File: config.mk
export PLATFORM = sky130hd
export DESIGN_NAME = slr_stop_recovery
export DESIGN_NICKNAME = d
export VERILOG_FILES = /design/src/slr_pkg.sv /design/src/slr_stop_recovery.sv
export VERILOG_INCLUDE_DIRS = /design/src
export SDC_FILE = /design/constraint.sdc
export NUM_CORES = 1
export LEC_CHECK = 0
export BUFFER_PORTS_ARGS = -buffer_cell sky130_fd_sc_hd__buf_2
export CORE_MARGIN = 2
export CORE_UTILIZATION = 30
export CTS_BUF_LIST = sky130_fd_sc_hd__clkbuf_16
export CTS_CLUSTER_DIAMETER = 80
export DETAILED_ROUTE_END_ITERATION = 7
export PLACE_DENSITY = 0.54
export SYNTH_ARGS = -nofsm -noshare
export SYNTH_HDL_FRONTEND = slang
export SYNTH_SLANG_ARGS = --single-unit
File: constraint.sdc
create_clock -name aclk -period 2.5 [get_ports aclk]
set_input_delay 0.5 -clock aclk [delete_from_list [all_inputs] [get_ports aclk]]
set_output_delay 0.5 -clock aclk [all_outputs]
set_load 0.1 [all_outputs]
File: src/slr_defs.svh
// Offsets, field positions, reset values and counts of the stop-exit block.
// Assumes a 32-bit AXI4-Lite register space, word aligned.
`ifndef SLR_DEFS_SVH
`define SLR_DEFS_SVH
`define SLR_OFS_CONTROL 12'h000
`define SLR_OFS_STATUS 12'h004
`define SLR_OFS_SLOW 12'h008
`define SLR_BIT_NO_LIMP_HOME 0
`define SLR_BIT_MON_ENABLE 1
`define SLR_BIT_FORCED_MON 2
`define SLR_BIT_WAKE_DELAY 3
`define SLR_BIT_PSEUDO_STOP 4
`define SLR_BIT_IRQ_ENABLE 5
`define SLR_BIT_AUTO_BW 6
`define SLR_BIT_BUS_PLL_SEL 7
`define SLR_BIT_MOD_CLK_SEL 8
`define SLR_CONTROL_WIDTH 9
`define SLR_BIT_LIMP_STATUS 0
`define SLR_BIT_IRQ_FLAG 1
`define SLR_BIT_STOPPED 2
`define SLR_BIT_PSEUDO 3
`define SLR_CONTROL_RESET 9'h042
`define SLR_SLOW_RESET 6'h00
`define SLR_CHECK_COUNT 4096
`define SLR_SHORT_COUNT 16
`define SLR_RESP_OKAY 2'h0
`define SLR_RESP_SLVERR 2'h2
`endif

File: src/slr_pkg.sv
// Types of the stop-exit and limp-home recovery block.
// Assumes the constants header is compiled alongside.
package slr_pkg;
  typedef enum logic [2:0] {
    ST_RUN = 3'b000,
    ST_STOP = 3'b001,
    ST_LIMP_HOLD = 3'b010,
    ST_LIMP_RUN = 3'b011,
    ST_XTAL_WAIT = 3'b100,
    ST_XTAL_DELAY = 3'b101
  } slr_state_type;
endpackage : slr_pkg

File: src/slr_stop_recovery.sv
// Stop and pseudo-stop exit sequencer with limp-home recovery and AXI4-Lite registers.
// Assumes one 100 MHz clock aclk; wake pins and monitor status arrive asynchronously.
//
// Summary of operation
// - Stop exit with delay zero is fast
// - No limp-home zero: mask monitor, wake limp
// - Fast recovery without crystal runs software on limp clock
// - Limp mode checks monitor at 4096, every 8192
// - Clock found: leave limp, clear status, set flag
// - Leaving limp restores bus and module selects
// - Auto plus PLL select: relock after exit
// - Square wave, delay zero: no status flag
// - Pseudo-stop enable keeps oscillator at reduced amplitude
// - Wake on reset, IRQs, key ports, CAN
// - Pseudo exit delayed: limp, VCO counter, forced selects
// - After 4096 check: crystal exit or limp flagged
// - No limp-home with monitor: stop gives monitor reset
// - No limp-home, no monitor: crystal-only recovery
// - That case with delay: 4096 cycles then crystal
// - That case without delay: 16 cycles then crystal
// - Pseudo exit undelayed behaves as fast recovery
// - Pseudo recovery on limp clock restarts VCO
// - Delay counts counter clocks set by slow divider
// - Delay one gives 4096 count; zero gives none with limp-home, 16 without
// - Interrupt requested only when enable set
// - Flag cleared by writing one
`timescale 1ns/100ps
`include "slr_defs.svh"

module slr_stop_recovery #(
  parameter int check_count = `SLR_CHECK_COUNT
) (
  input wire logic aclk,
  input wire logic aresetn,
  input wire logic [11:0] s_axi_awaddr,
  input wire logic s_axi_awvalid,
  output logic s_axi_awready,
  input wire logic [31:0] s_axi_wdata,
  input wire logic [3:0] s_axi_wstrb,
  input wire logic s_axi_wvalid,
  output logic s_axi_wready,
  output logic [1:0] s_axi_bresp,
  output logic s_axi_bvalid,
  input wire logic s_axi_bready,
  input wire logic [11:0] s_axi_araddr,
  input wire logic s_axi_arvalid,
  output logic s_axi_arready,
  output logic [31:0] s_axi_rdata,
  output logic [1:0] s_axi_rresp,
  output logic s_axi_rvalid,
  input wire logic s_axi_rready,
  input wire logic stop_exec,
  input wire logic wake_ext_reset,
  input wire logic wake_irq,
  input wire logic wake_nonmaskable_irq,
  input wire logic wake_key_port_j,
  input wire logic wake_key_port_h,
  input wire logic wake_can_controller,
  input wire logic crystal_present,
  output logic cpu_run,
  output logic stop_hold,
  output logic osc_reduced_amplitude,
  output logic counter_from_vco,
  output logic bus_clock_pll_select_out,
  output logic module_clock_select_out,
  output logic monitor_enable_out,
  output logic monitor_reset_req,
  output logic vco_restart,
  output logic pll_relock_req,
  output logic limp_home_irq
);

  localparam logic [12:0] term_val = 13'(check_count - 1);
  localparam logic [12:0] wrap_val = 13'(2 * check_count - 1);
  localparam logic [12:0] short_val = 13'(`SLR_SHORT_COUNT - 1);

  slr_pkg::slr_state_type state;
  logic [`SLR_CONTROL_WIDTH-1:0] control;
  logic [5:0] slow_divider;
  logic limp_home_status;
  logic limp_home_irq_flag;
  logic pseudo_mode;
  logic [6:0] sync_a;
  logic [6:0] sync_b;
  logic wake_any;
  logic xtal_ok;
  logic [7:0] div_cnt;
  logic [7:0] div_last;
  logic tick;
  logic [12:0] rec_cnt;
  logic restart_cnt;
  logic term_hit;
  logic short_hit;
  logic check_present;
  logic check_valid;
  logic set_flag;
  logic aw_held;
  logic w_held;
  logic [11:0] aw_addr;
  logic [31:0] w_data;
  logic [3:0] w_strb;
  logic do_write;
  logic clear_flag;
  logic [31:0] next_rdata;
  logic [1:0] next_rresp;

  wire no_limp_home = control[`SLR_BIT_NO_LIMP_HOME];
  wire monitor_on = control[`SLR_BIT_MON_ENABLE] | control[`SLR_BIT_FORCED_MON];
  wire wake_delay_select = control[`SLR_BIT_WAKE_DELAY];
  wire in_limp = (state == slr_pkg::ST_LIMP_HOLD) | (state == slr_pkg::ST_LIMP_RUN);

  // Two-stage synchronisers for wake pins and monitor status
  always_ff @(posedge aclk)
  begin
    if (!aresetn)
    begin
      sync_a <= 7'h00;
      sync_b <= 7'h00;
    end
    else
    begin
      sync_a <= {crystal_present, wake_can_controller, wake_key_port_h, wake_key_port_j,
                 wake_nonmaskable_irq, wake_irq, wake_ext_reset};
      sync_b <= sync_a;
    end
  end

  // Any of the six wake sources
  assign wake_any = |sync_b[5:0];
  assign xtal_ok = sync_b[6];

  // Counter clock from slow divider: two aclk at zero, else four per step
  assign div_last = (slow_divider == 6'h00) ? 8'h01 : 8'({slow_divider, 2'b00} - 8'h01);
  assign tick = (div_cnt >= div_last);

  always_ff @(posedge aclk)
  begin
    if (!aresetn)
      div_cnt <= 8'h00;
    else if (tick)
      div_cnt <= 8'h00;
    else
      div_cnt <= div_cnt + 8'h01;
  end

  // Free-running recovery counter, restarted on wake
  assign term_hit = tick & (rec_cnt == term_val);
  assign short_hit = tick & (rec_cnt == short_val);

  always_ff @(posedge aclk)
  begin
    if (!aresetn)
      rec_cnt <= 13'h0000;
    else if (restart_cnt)
      rec_cnt <= 13'h0000;
    else if (tick)
      rec_cnt <= (rec_cnt == wrap_val) ? 13'h0000 : rec_cnt + 13'h0001;
  end

  // Monitor status captured at the terminal count
  always_ff @(posedge aclk)
  begin
    if (!aresetn)
    begin
      check_present <= 1'b0;
      check_valid <= 1'b0;
    end
    else
    begin
      check_present <= xtal_ok;
      check_valid <= term_hit & in_limp;
    end
  end

  // Counter restart on every wake from stop
  assign restart_cnt = (state == slr_pkg::ST_STOP) & wake_any;

  // Main stop-exit sequencer
  always_ff @(posedge aclk)
  begin
    if (!aresetn)
    begin
      state <= slr_pkg::ST_RUN;
      pseudo_mode <= 1'b0;
      limp_home_status <= 1'b0;
      set_flag <= 1'b0;
      monitor_reset_req <= 1'b0;
      vco_restart <= 1'b0;
      pll_relock_req <= 1'b0;
    end
    else
    begin
      set_flag <= 1'b0;
      monitor_reset_req <= 1'b0;
      vco_restart <= 1'b0;
      pll_relock_req <= 1'b0;
      case (state)
        slr_pkg::ST_RUN:
        begin
          if (stop_exec)
          begin
            if (no_limp_home & monitor_on)
              monitor_reset_req <= 1'b1;
            else
            begin
              state <= slr_pkg::ST_STOP;
              pseudo_mode <= control[`SLR_BIT_PSEUDO_STOP];
            end
          end
        end
        slr_pkg::ST_STOP:
        begin
          if (wake_any)
          begin
            if (no_limp_home)
              state <= slr_pkg::ST_XTAL_WAIT;
            else if (wake_delay_select)
            begin
              state <= slr_pkg::ST_LIMP_HOLD;
              vco_restart <= pseudo_mode;
            end
            else if (xtal_ok)
              state <= slr_pkg::ST_RUN;
            else
            begin
              state <= slr_pkg::ST_LIMP_RUN;
              limp_home_status <= 1'b1;
              set_flag <= 1'b1;
              vco_restart <= pseudo_mode;
            end
          end
        end
        slr_pkg::ST_LIMP_HOLD:
        begin
          if (check_valid)
          begin
            if (check_present)
            begin
              state <= slr_pkg::ST_RUN;
              pll_relock_req <= control[`SLR_BIT_AUTO_BW] & control[`SLR_BIT_BUS_PLL_SEL];
            end
            else
            begin
              state <= slr_pkg::ST_LIMP_RUN;
              limp_home_status <= 1'b1;
              set_flag <= 1'b1;
            end
          end
        end
        slr_pkg::ST_LIMP_RUN:
        begin
          if (check_valid & check_present)
          begin
            state <= slr_pkg::ST_RUN;
            limp_home_status <= 1'b0;
            set_flag <= 1'b1;
            pll_relock_req <= control[`SLR_BIT_AUTO_BW] & control[`SLR_BIT_BUS_PLL_SEL];
          end
        end
        slr_pkg::ST_XTAL_WAIT:
        begin
          if (xtal_ok)
            state <= slr_pkg::ST_XTAL_DELAY;
        end
        slr_pkg::ST_XTAL_DELAY:
        begin
          if (wake_delay_select ? term_hit : short_hit)
            state <= slr_pkg::ST_RUN;
        end
        default:
          state <= slr_pkg::ST_RUN;
      endcase
    end
  end

  // Registered clock and run outputs
  always_ff @(posedge aclk)
  begin
    if (!aresetn)
    begin
      cpu_run <= 1'b1;
      stop_hold <= 1'b0;
      osc_reduced_amplitude <= 1'b0;
      counter_from_vco <= 1'b0;
      bus_clock_pll_select_out <= 1'b0;
      module_clock_select_out <= 1'b0;
      monitor_enable_out <= 1'b0;
    end
    else
    begin
      cpu_run <= (state == slr_pkg::ST_RUN) | (state == slr_pkg::ST_LIMP_RUN);
      stop_hold <= ~((state == slr_pkg::ST_RUN) | (state == slr_pkg::ST_LIMP_RUN));
      osc_reduced_amplitude <= (state == slr_pkg::ST_STOP) & pseudo_mode;
      counter_from_vco <= in_limp;
      // Forced selects in limp, latched values otherwise
      bus_clock_pll_select_out <= in_limp | control[`SLR_BIT_BUS_PLL_SEL];
      module_clock_select_out <= ~in_limp & control[`SLR_BIT_MOD_CLK_SEL];
      // Monitor masked in stop, asserted in limp
      if (in_limp)
        monitor_enable_out <= 1'b1;
      else if ((state != slr_pkg::ST_RUN) & ~no_limp_home)
        monitor_enable_out <= 1'b0;
      else
        monitor_enable_out <= monitor_on;
    end
  end

  // Interrupt flag: hardware set beats write-one clear
  always_ff @(posedge aclk)
  begin
    if (!aresetn)
      limp_home_irq_flag <= 1'b0;
    else if (set_flag)
      limp_home_irq_flag <= 1'b1;
    else if (clear_flag)
      limp_home_irq_flag <= 1'b0;
  end

  always_ff @(posedge aclk)
  begin
    if (!aresetn)
      limp_home_irq <= 1'b0;
    else
      limp_home_irq <= limp_home_irq_flag & control[`SLR_BIT_IRQ_ENABLE];
  end

  // AXI write address and data capture, either order
  assign s_axi_awready = ~aw_held;
  assign s_axi_wready = ~w_held;
  assign do_write = aw_held & w_held & ~s_axi_bvalid;

  always_ff @(posedge aclk)
  begin
    if (!aresetn)
    begin
      aw_held <= 1'b0;
      w_held <= 1'b0;
      aw_addr <= 12'h000;
      w_data <= 32'h0000_0000;
      w_strb <= 4'h0;
    end
    else
    begin
      if (s_axi_awvalid & ~aw_held)
      begin
        aw_held <= 1'b1;
        aw_addr <= s_axi_awaddr;
      end
      else if (do_write)
        aw_held <= 1'b0;
      if (s_axi_wvalid & ~w_held)
      begin
        w_held <= 1'b1;
        w_data <= s_axi_wdata;
        w_strb <= s_axi_wstrb;
      end
      else if (do_write)
        w_held <= 1'b0;
    end
  end

  assign clear_flag = do_write & (aw_addr == `SLR_OFS_STATUS) & w_strb[0]
                      & w_data[`SLR_BIT_IRQ_FLAG];

  // Register writes and write response
  always_ff @(posedge aclk)
  begin
    if (!aresetn)
    begin
      control <= `SLR_CONTROL_RESET;
      slow_divider <= `SLR_SLOW_RESET;
      s_axi_bvalid <= 1'b0;
      s_axi_bresp <= `SLR_RESP_OKAY;
    end
    else
    begin
      if (s_axi_bvalid & s_axi_bready)
        s_axi_bvalid <= 1'b0;
      if (do_write)
      begin
        s_axi_bvalid <= 1'b1;
        s_axi_bresp <= `SLR_RESP_OKAY;
        case (aw_addr)
          `SLR_OFS_CONTROL:
          begin
            if (w_strb[0])
              control[7:0] <= w_data[7:0];
            if (w_strb[1])
              control[8] <= w_data[8];
          end
          `SLR_OFS_SLOW:
          begin
            if (w_strb[0])
              slow_divider <= w_data[5:0];
          end
          `SLR_OFS_STATUS:
            s_axi_bresp <= `SLR_RESP_OKAY;
          default:
            s_axi_bresp <= `SLR_RESP_SLVERR;
        endcase
      end
    end
  end

  // Read data selection
  always_comb
  begin
    next_rdata = 32'h0000_0000;
    next_rresp = `SLR_RESP_OKAY;
    case (s_axi_araddr)
      `SLR_OFS_CONTROL:
        next_rdata[`SLR_CONTROL_WIDTH-1:0] = control;
      `SLR_OFS_STATUS:
      begin
        next_rdata[`SLR_BIT_LIMP_STATUS] = limp_home_status;
        next_rdata[`SLR_BIT_IRQ_FLAG] = limp_home_irq_flag;
        next_rdata[`SLR_BIT_STOPPED] = ~cpu_run;
        next_rdata[`SLR_BIT_PSEUDO] = pseudo_mode;
      end
      `SLR_OFS_SLOW:
        next_rdata[5:0] = slow_divider;
      default:
        next_rresp = `SLR_RESP_SLVERR;
    endcase
  end

  // Read channel
  assign s_axi_arready = ~s_axi_rvalid;

  always_ff @(posedge aclk)
  begin
    if (!aresetn)
    begin
      s_axi_rvalid <= 1'b0;
      s_axi_rdata <= 32'h0000_0000;
      s_axi_rresp <= `SLR_RESP_OKAY;
    end
    else if (s_axi_arvalid & ~s_axi_rvalid)
    begin
      s_axi_rvalid <= 1'b1;
      s_axi_rdata <= next_rdata;
      s_axi_rresp <= next_rresp;
    end
    else if (s_axi_rready)
      s_axi_rvalid <= 1'b0;
  end

endmodule : slr_stop_recovery

## Word level (Yosys, flattened, before mapping)

Index checks and enable logic that the tools add are counted.

- Register bits after elaboration: 110
- Input bits: 75
- Output and inout bits: 52
- Logic and storage cells: 176

- Add/sub/neg operators: 3
- Order comparisons: 1
- Equal/unequal tests: 23
- Muxes and demuxes: 54
- Bitwise logic cells: 36
- Reduce and logical (&&, ||, !) cells: 24

Operator list:

| operator | count |
|---|---|
| $mux 1 | 32 |
| $mux 3 | 9 |
| $eq 12x3->1 const B | 2 |
| $eq 12x4->1 const B | 2 |
| $logic_not 12->1 | 2 |
| $ne 2x2->1 const B | 11 |
| $and 1x1->1 | 20 |
| $pmux 3 s6 | 1 |
| $reduce_and 3->1 | 5 |
| $add 13x1->13 const B | 1 |
| $eq 13x12->1 const B | 1 |
| $eq 13x13->1 const B | 1 |
| $eq 13x4->1 const B | 1 |
| $mux 13 | 1 |
| $not 1->1 | 12 |
| $pmux 4 s3 | 1 |
| $mux 2 | 5 |
| $reduce_bool 2->1 | 5 |
| $add 8x1->8 const B | 1 |
| $ge 8x8->1 | 1 |
| $mux 8 | 1 |
| $reduce_and 8->1 | 1 |
| $sub 8x1->8 const B | 1 |
| $reduce_and 7->1 | 1 |
| other kinds (14) | 23 |

## Longest topological paths before layout

- Depth after elaboration: 7
- Gate-level depth with buffers: 13
- Depth with buffers taken out: 11

## Worst setup path before layout

OpenSTA, ideal clock, no wires.

- Kind: flip-flop to flip-flop
- From: register slow_divider[0]
- To: register rec_cnt[1]
- Setup time: 0.117 ns
- Arrival: 2.502 ns
- Required time: 2.383 ns
- Setup slack: -0.119 ns
- Cell stages (with the launch flop): 14
- Path buffers: 2
- Clock period less this slack: 2.619 ns
- Cells stage by stage: dfxtp_1 -> inv_1 -> ha_1 -> nand2_1 -> or3_1 -> nand2b_1 -> ha_1 -> a211oi_1 -> o21ai_1 -> a221oi_1 -> buf_2 -> buf_4 -> mux2i_1 -> nor2_1

- Longest elaborated chain between the ends: 3
- Elaborated cells on any way between the ends: 4
- Those cells by class: 1 x add/sub; 1 x order compare; 1 x mux; 1 x reduce/logical

RTL lines:

| item | RTL line | RTL |
|---|---|---|
| start: declaration | slr_stop_recovery.sv:79 | `logic [5:0] slow_divider;` |
| start signal: assignment | slr_stop_recovery.sv:371 | `` slow_divider <= `SLR_SLOW_RESET; `` |
| start signal: assignment | slr_stop_recovery.sv:394 | `slow_divider <= w_data[5:0];` |
| $sub 8x1->8 / $logic_not 6->1 (equally long branches) | slr_stop_recovery.sv:133 | `assign div_last = (slow_divider == 6'h00) ? 8'h01 : 8'({slow_divider, 2'b00} - 8'h01);` |
| $mux 8 * | slr_stop_recovery.sv:133 |  |
| $ge 8x8->1 * | slr_stop_recovery.sv:134 | `assign tick = (div_cnt >= div_last);` |
| end signal: assignment | slr_stop_recovery.sv:157 | `rec_cnt <= (rec_cnt == wrap_val) ? 13'h0000 : rec_cnt + 13'h0001;` |
| end: declaration | slr_stop_recovery.sv:90 | `logic [12:0] rec_cnt;` |

Every way passes the cells marked *; elsewhere a longest branch is shown, timed or not.
A chain may end at the register's enable or synchronous reset.

## Worst setup path in the final report

- From: register slow_divider[0]
- To: register rec_cnt[7]

Same word-level chain as after synthesis.

==> flow_summary.toml <==
[status]
status = "complete, but fails checks"
violations_in_the_final_reports = "negative setup slack"

[sta]
final_hold_viols = 0
fmaxAchievable_mhz = 379
setup_viol_count_final = 20
final.min_clock_period_ps = 2640
fin_worst_skew_ps = 16.6
grt_setup_unrepaired = "true"
layout_setup_ws_ps = -139
finalMaxSlewViolations = 0
slew-limit-headroom_pct = 46.7
finalCritPeriodShare_pct = 106
timing_worst_slew_pin_value_ps = 798

[grt]
grt_first_pass_wirelength_microns = 17700
first_global_vias = 3686
grt_start_max_net_pins = 35
global_route_usage_sum_pct = 13.4
globalRoute.totalOverflow = 0
antenna_found_initial = 0

[worst_setup_path]
crit_path_start_kind = "flop"
worstSetupEndpointType = "flop"
timing.critical_path.required_ps = 2790
crit_path_max_incr_delay_ps = 520
critical-path-top-delay-family = "simple AND/OR/NAND/NOR gates"
worst_path_max_delay_cell = "sky130_fd_sc_hd__or4_4"
worst-endpoint-arrival_ps = 2930
worstPathBufferInverterCount = 3
critical_path.cell_chain = "or3_4 -> buf_6 -> xnor2_2 -> nand2_1 -> ha_1 -> o2111a_1 -> a221oi_2 -> clkbuf_16 -> buf_4 -> or4_4 -> a21oi_2"
setup.worst_path.class = "reg2reg"
worst-path-max-fanout = 8

[final_layout]
final_cell_count_no_fill = 824
ant_diodes = 0
design_area_sq_um = 5770
synthToLayoutAreaGrowth_pct = 24.1
layout_cell_share_with_drive_strength_beyond_1_pct = 25.3
design.final.nets = 716

[route]
drtAntennaViolNets = 0
drt_wl_total_microns = 10800
num_vias = 3885
drt_pre_antenna_iters = 4
drt-initial-drc-count = 223
detail_route.drc_violations = 0
post_drt_wl_per_cell_microns = 13.1
vias_per_cell = 4.71

[clocking]
htree_num_levels = 3
worstSkewPairLatency_ps = 360
cts.reportedPaths.clkPinSlew_ps = 80
clockBufferDepth = 2
tritoncts = "yes"
clk_root_buffer_cell = "sky130_fd_sc_hd__clkbuf_16"
clock_sink_count = 108
tritoncts_buffer_count = 9

[yosys]
dominantRegCellSynth = "sky130_fd_sc_hd__dfxtp_1"
synth_enable_flop_cells = 0
netlist.top_cell.by_area = "sky130_fd_sc_hd__dfxtp_1"
synth.cell_area_sq_um = 4650
synth.ff_latch_count = 108
post_synth_inst_count = 541
yosys-top-cells-area = "sky130_fd_sc_hd__dfxtp_1 47%, sky130_fd_sc_hd__nand2_1 6.9%, sky130_fd_sc_hd__a21oi_1 5.7%, sky130_fd_sc_hd__mux2i_1 4.5%, sky130_fd_sc_hd__buf_4 4.2%"
synth_warnings = 0
synth_async_sr_flop_share_pct = 0
synth_area_per_cell_sq_um = 8.59
count_of_distinct_cell_types_in_the_synthesized_netlist = 53
yosysSeqAreaShare_pct = 46.5
netlist.area_leader.share_pct = 46.5

[pwr]
ir_drop_mv = 0.310
static-leakage-power_nw = 2.32
cellPowerDensity_nw_per_um2 = 788

[place]
count_of_input_and_output_buffers = 76
placed_cells_incl_taps = 804
place.detailed.hpwl_microns = 7850
placed_area_sq_um = 5290
rd_place_congestion = 0.789

[floorplan]
die_height_microns = 128
die_x_microns = 128
ios = 127
floorplan.die_area_sq_um = 16500
placeableCoreArea_sq_um = 15100
initial_utilization_pct = 30.7
std_cell_rows = 45

[flow_run]
max-cap-violations = 0

[hold_path]
timing.hold.worst.class = "in2reg"
worst paths after layout:
| check | cells past startpoint | to | slack [ps] | from |
|---|---|---|---|---|
| worst min-delay path | 2 | s_axi_rvalid | 310 | s_axi_rready |
| worst min register to register | 1 | sync_b[0] | 440 | sync_a[0] |
| worst max-delay path | 11 | rec_cnt[7] | -140 | slow_divider[0] |
| worst max register to register | 11 | rec_cnt[7] | -140 | slow_divider[0] |
synthesized netlist by cell type (all sizes together), types with 9 or more instances:
cell type	n
o21ai	18
inv	19
and2	17
dfxtp	108
clkbuf	17
or3	9
nor2	49
ha	10
buf	30
a21oi	53
nand2	86
or4	10
mux2i	21
nand3	15
per-layer routing:
layer | share of wire [%] | global-route usage [%]
met1 | 46 | 17.1
met2 | 48 | 22.3
met3 | 4.7 | 3.28
met4 | 0.99 | 4.33
met5 | 0 | 0
sequential cells by signal, indices dropped and copies added (netlist names), 2 cells and up:
| register | cells |
|---|---|
| control | 9 |
| slow_divider | 6 |
| aw_addr | 12 |
| w_strb | 2 |
| div_cnt | 8 |
| rec_cnt | 13 |
| s_axi_rdata | 9 |
| sync_a | 7 |
| sync_b | 7 |
| state | 3 |
| w_data | 9 |
timing repair:
action | 4_1_cts | 5_1_grt
resized for setup | 15 | 20
setup endpoints to repair | 23 | 24
hold buffers | 0 | 0
pin swaps | 16 | 4
buffers inserted | 3 | 1
power by group:
part | leakage [nW] | internal [mW] | switching [mW]
Sequential | 0.882 | 1.81 | 0.0780
Combinational | 1.29 | 0.415 | 0.761
Clock | 0.151 | 0.793 | 0.681
layout make-up:
| class | count | area (sq um) |
|---|---|---|
| flip-flops and latches | 108 | 2170 |
| clock buffers | 9 | 225 |
| clock inverters | 7 | 85.1 |
| inverters | 19 | 71.3 |
| multi-input cells | 391 | 2370 |
| fillers | 1519 | 9380 |
| repair buffers | 102 | 613 |
| well taps | 188 | 235 |
through the flow:
stage / hold WS [ps] / TNS [ps] / power [mW] / worst slack (ps) / utilization (%)
finish: 313 / -1340 / 4.54 / -139 / 38.1
global route: 310 / -3920 / 4.75 / -226 / 38.1
CTS: 305 / -1280 / 4.52 / -124 / 37.5
detailed placement: 421 / -2150 / 2.97 / -194 / 34.9
global placement: 421 / -1360 / 2.95 / -147 / 34.9
floorplan: 411 / -7.50 / 2.70 / -7.50 / -
cell usage in the layout (no fill, tap or decap), types with 8 or more instances in the layout:
cell and instances:
sky130_fd_sc_hd__o21ai_0 16, sky130_fd_sc_hd__nand2_1 83, sky130_fd_sc_hd__a21oi_2 8, sky130_fd_sc_hd__o31ai_1 8, sky130_fd_sc_hd__inv_1 16, sky130_fd_sc_hd__and2_1 17
sky130_fd_sc_hd__nor2_1 46, sky130_fd_sc_hd__nand3_1 15, sky130_fd_sc_hd__dfxtp_1 105, sky130_fd_sc_hd__mux2i_1 21, sky130_fd_sc_hd__clkbuf_16 10, sky130_fd_sc_hd__buf_4 22
sky130_fd_sc_hd__ha_1 8, sky130_fd_sc_hd__a21oi_1 45, sky130_fd_sc_hd__buf_2 76, sky130_fd_sc_hd__conb_1 25
cell families after synthesis:
logic type | after synthesis | share of synthesized area (%)
compound gates | 99 | 12.5
xor+xnor | 9 | 1.70
fa+ha+maj | 10 | 2.69
buf+inv | 66 | 7.54
flops | 108 | 46.5
mux | 23 | 5.01
other cells | 1 | 0.0807
simple gates | 225 | 23.9
No activity file was read; power rests on OpenSTA's default activity.
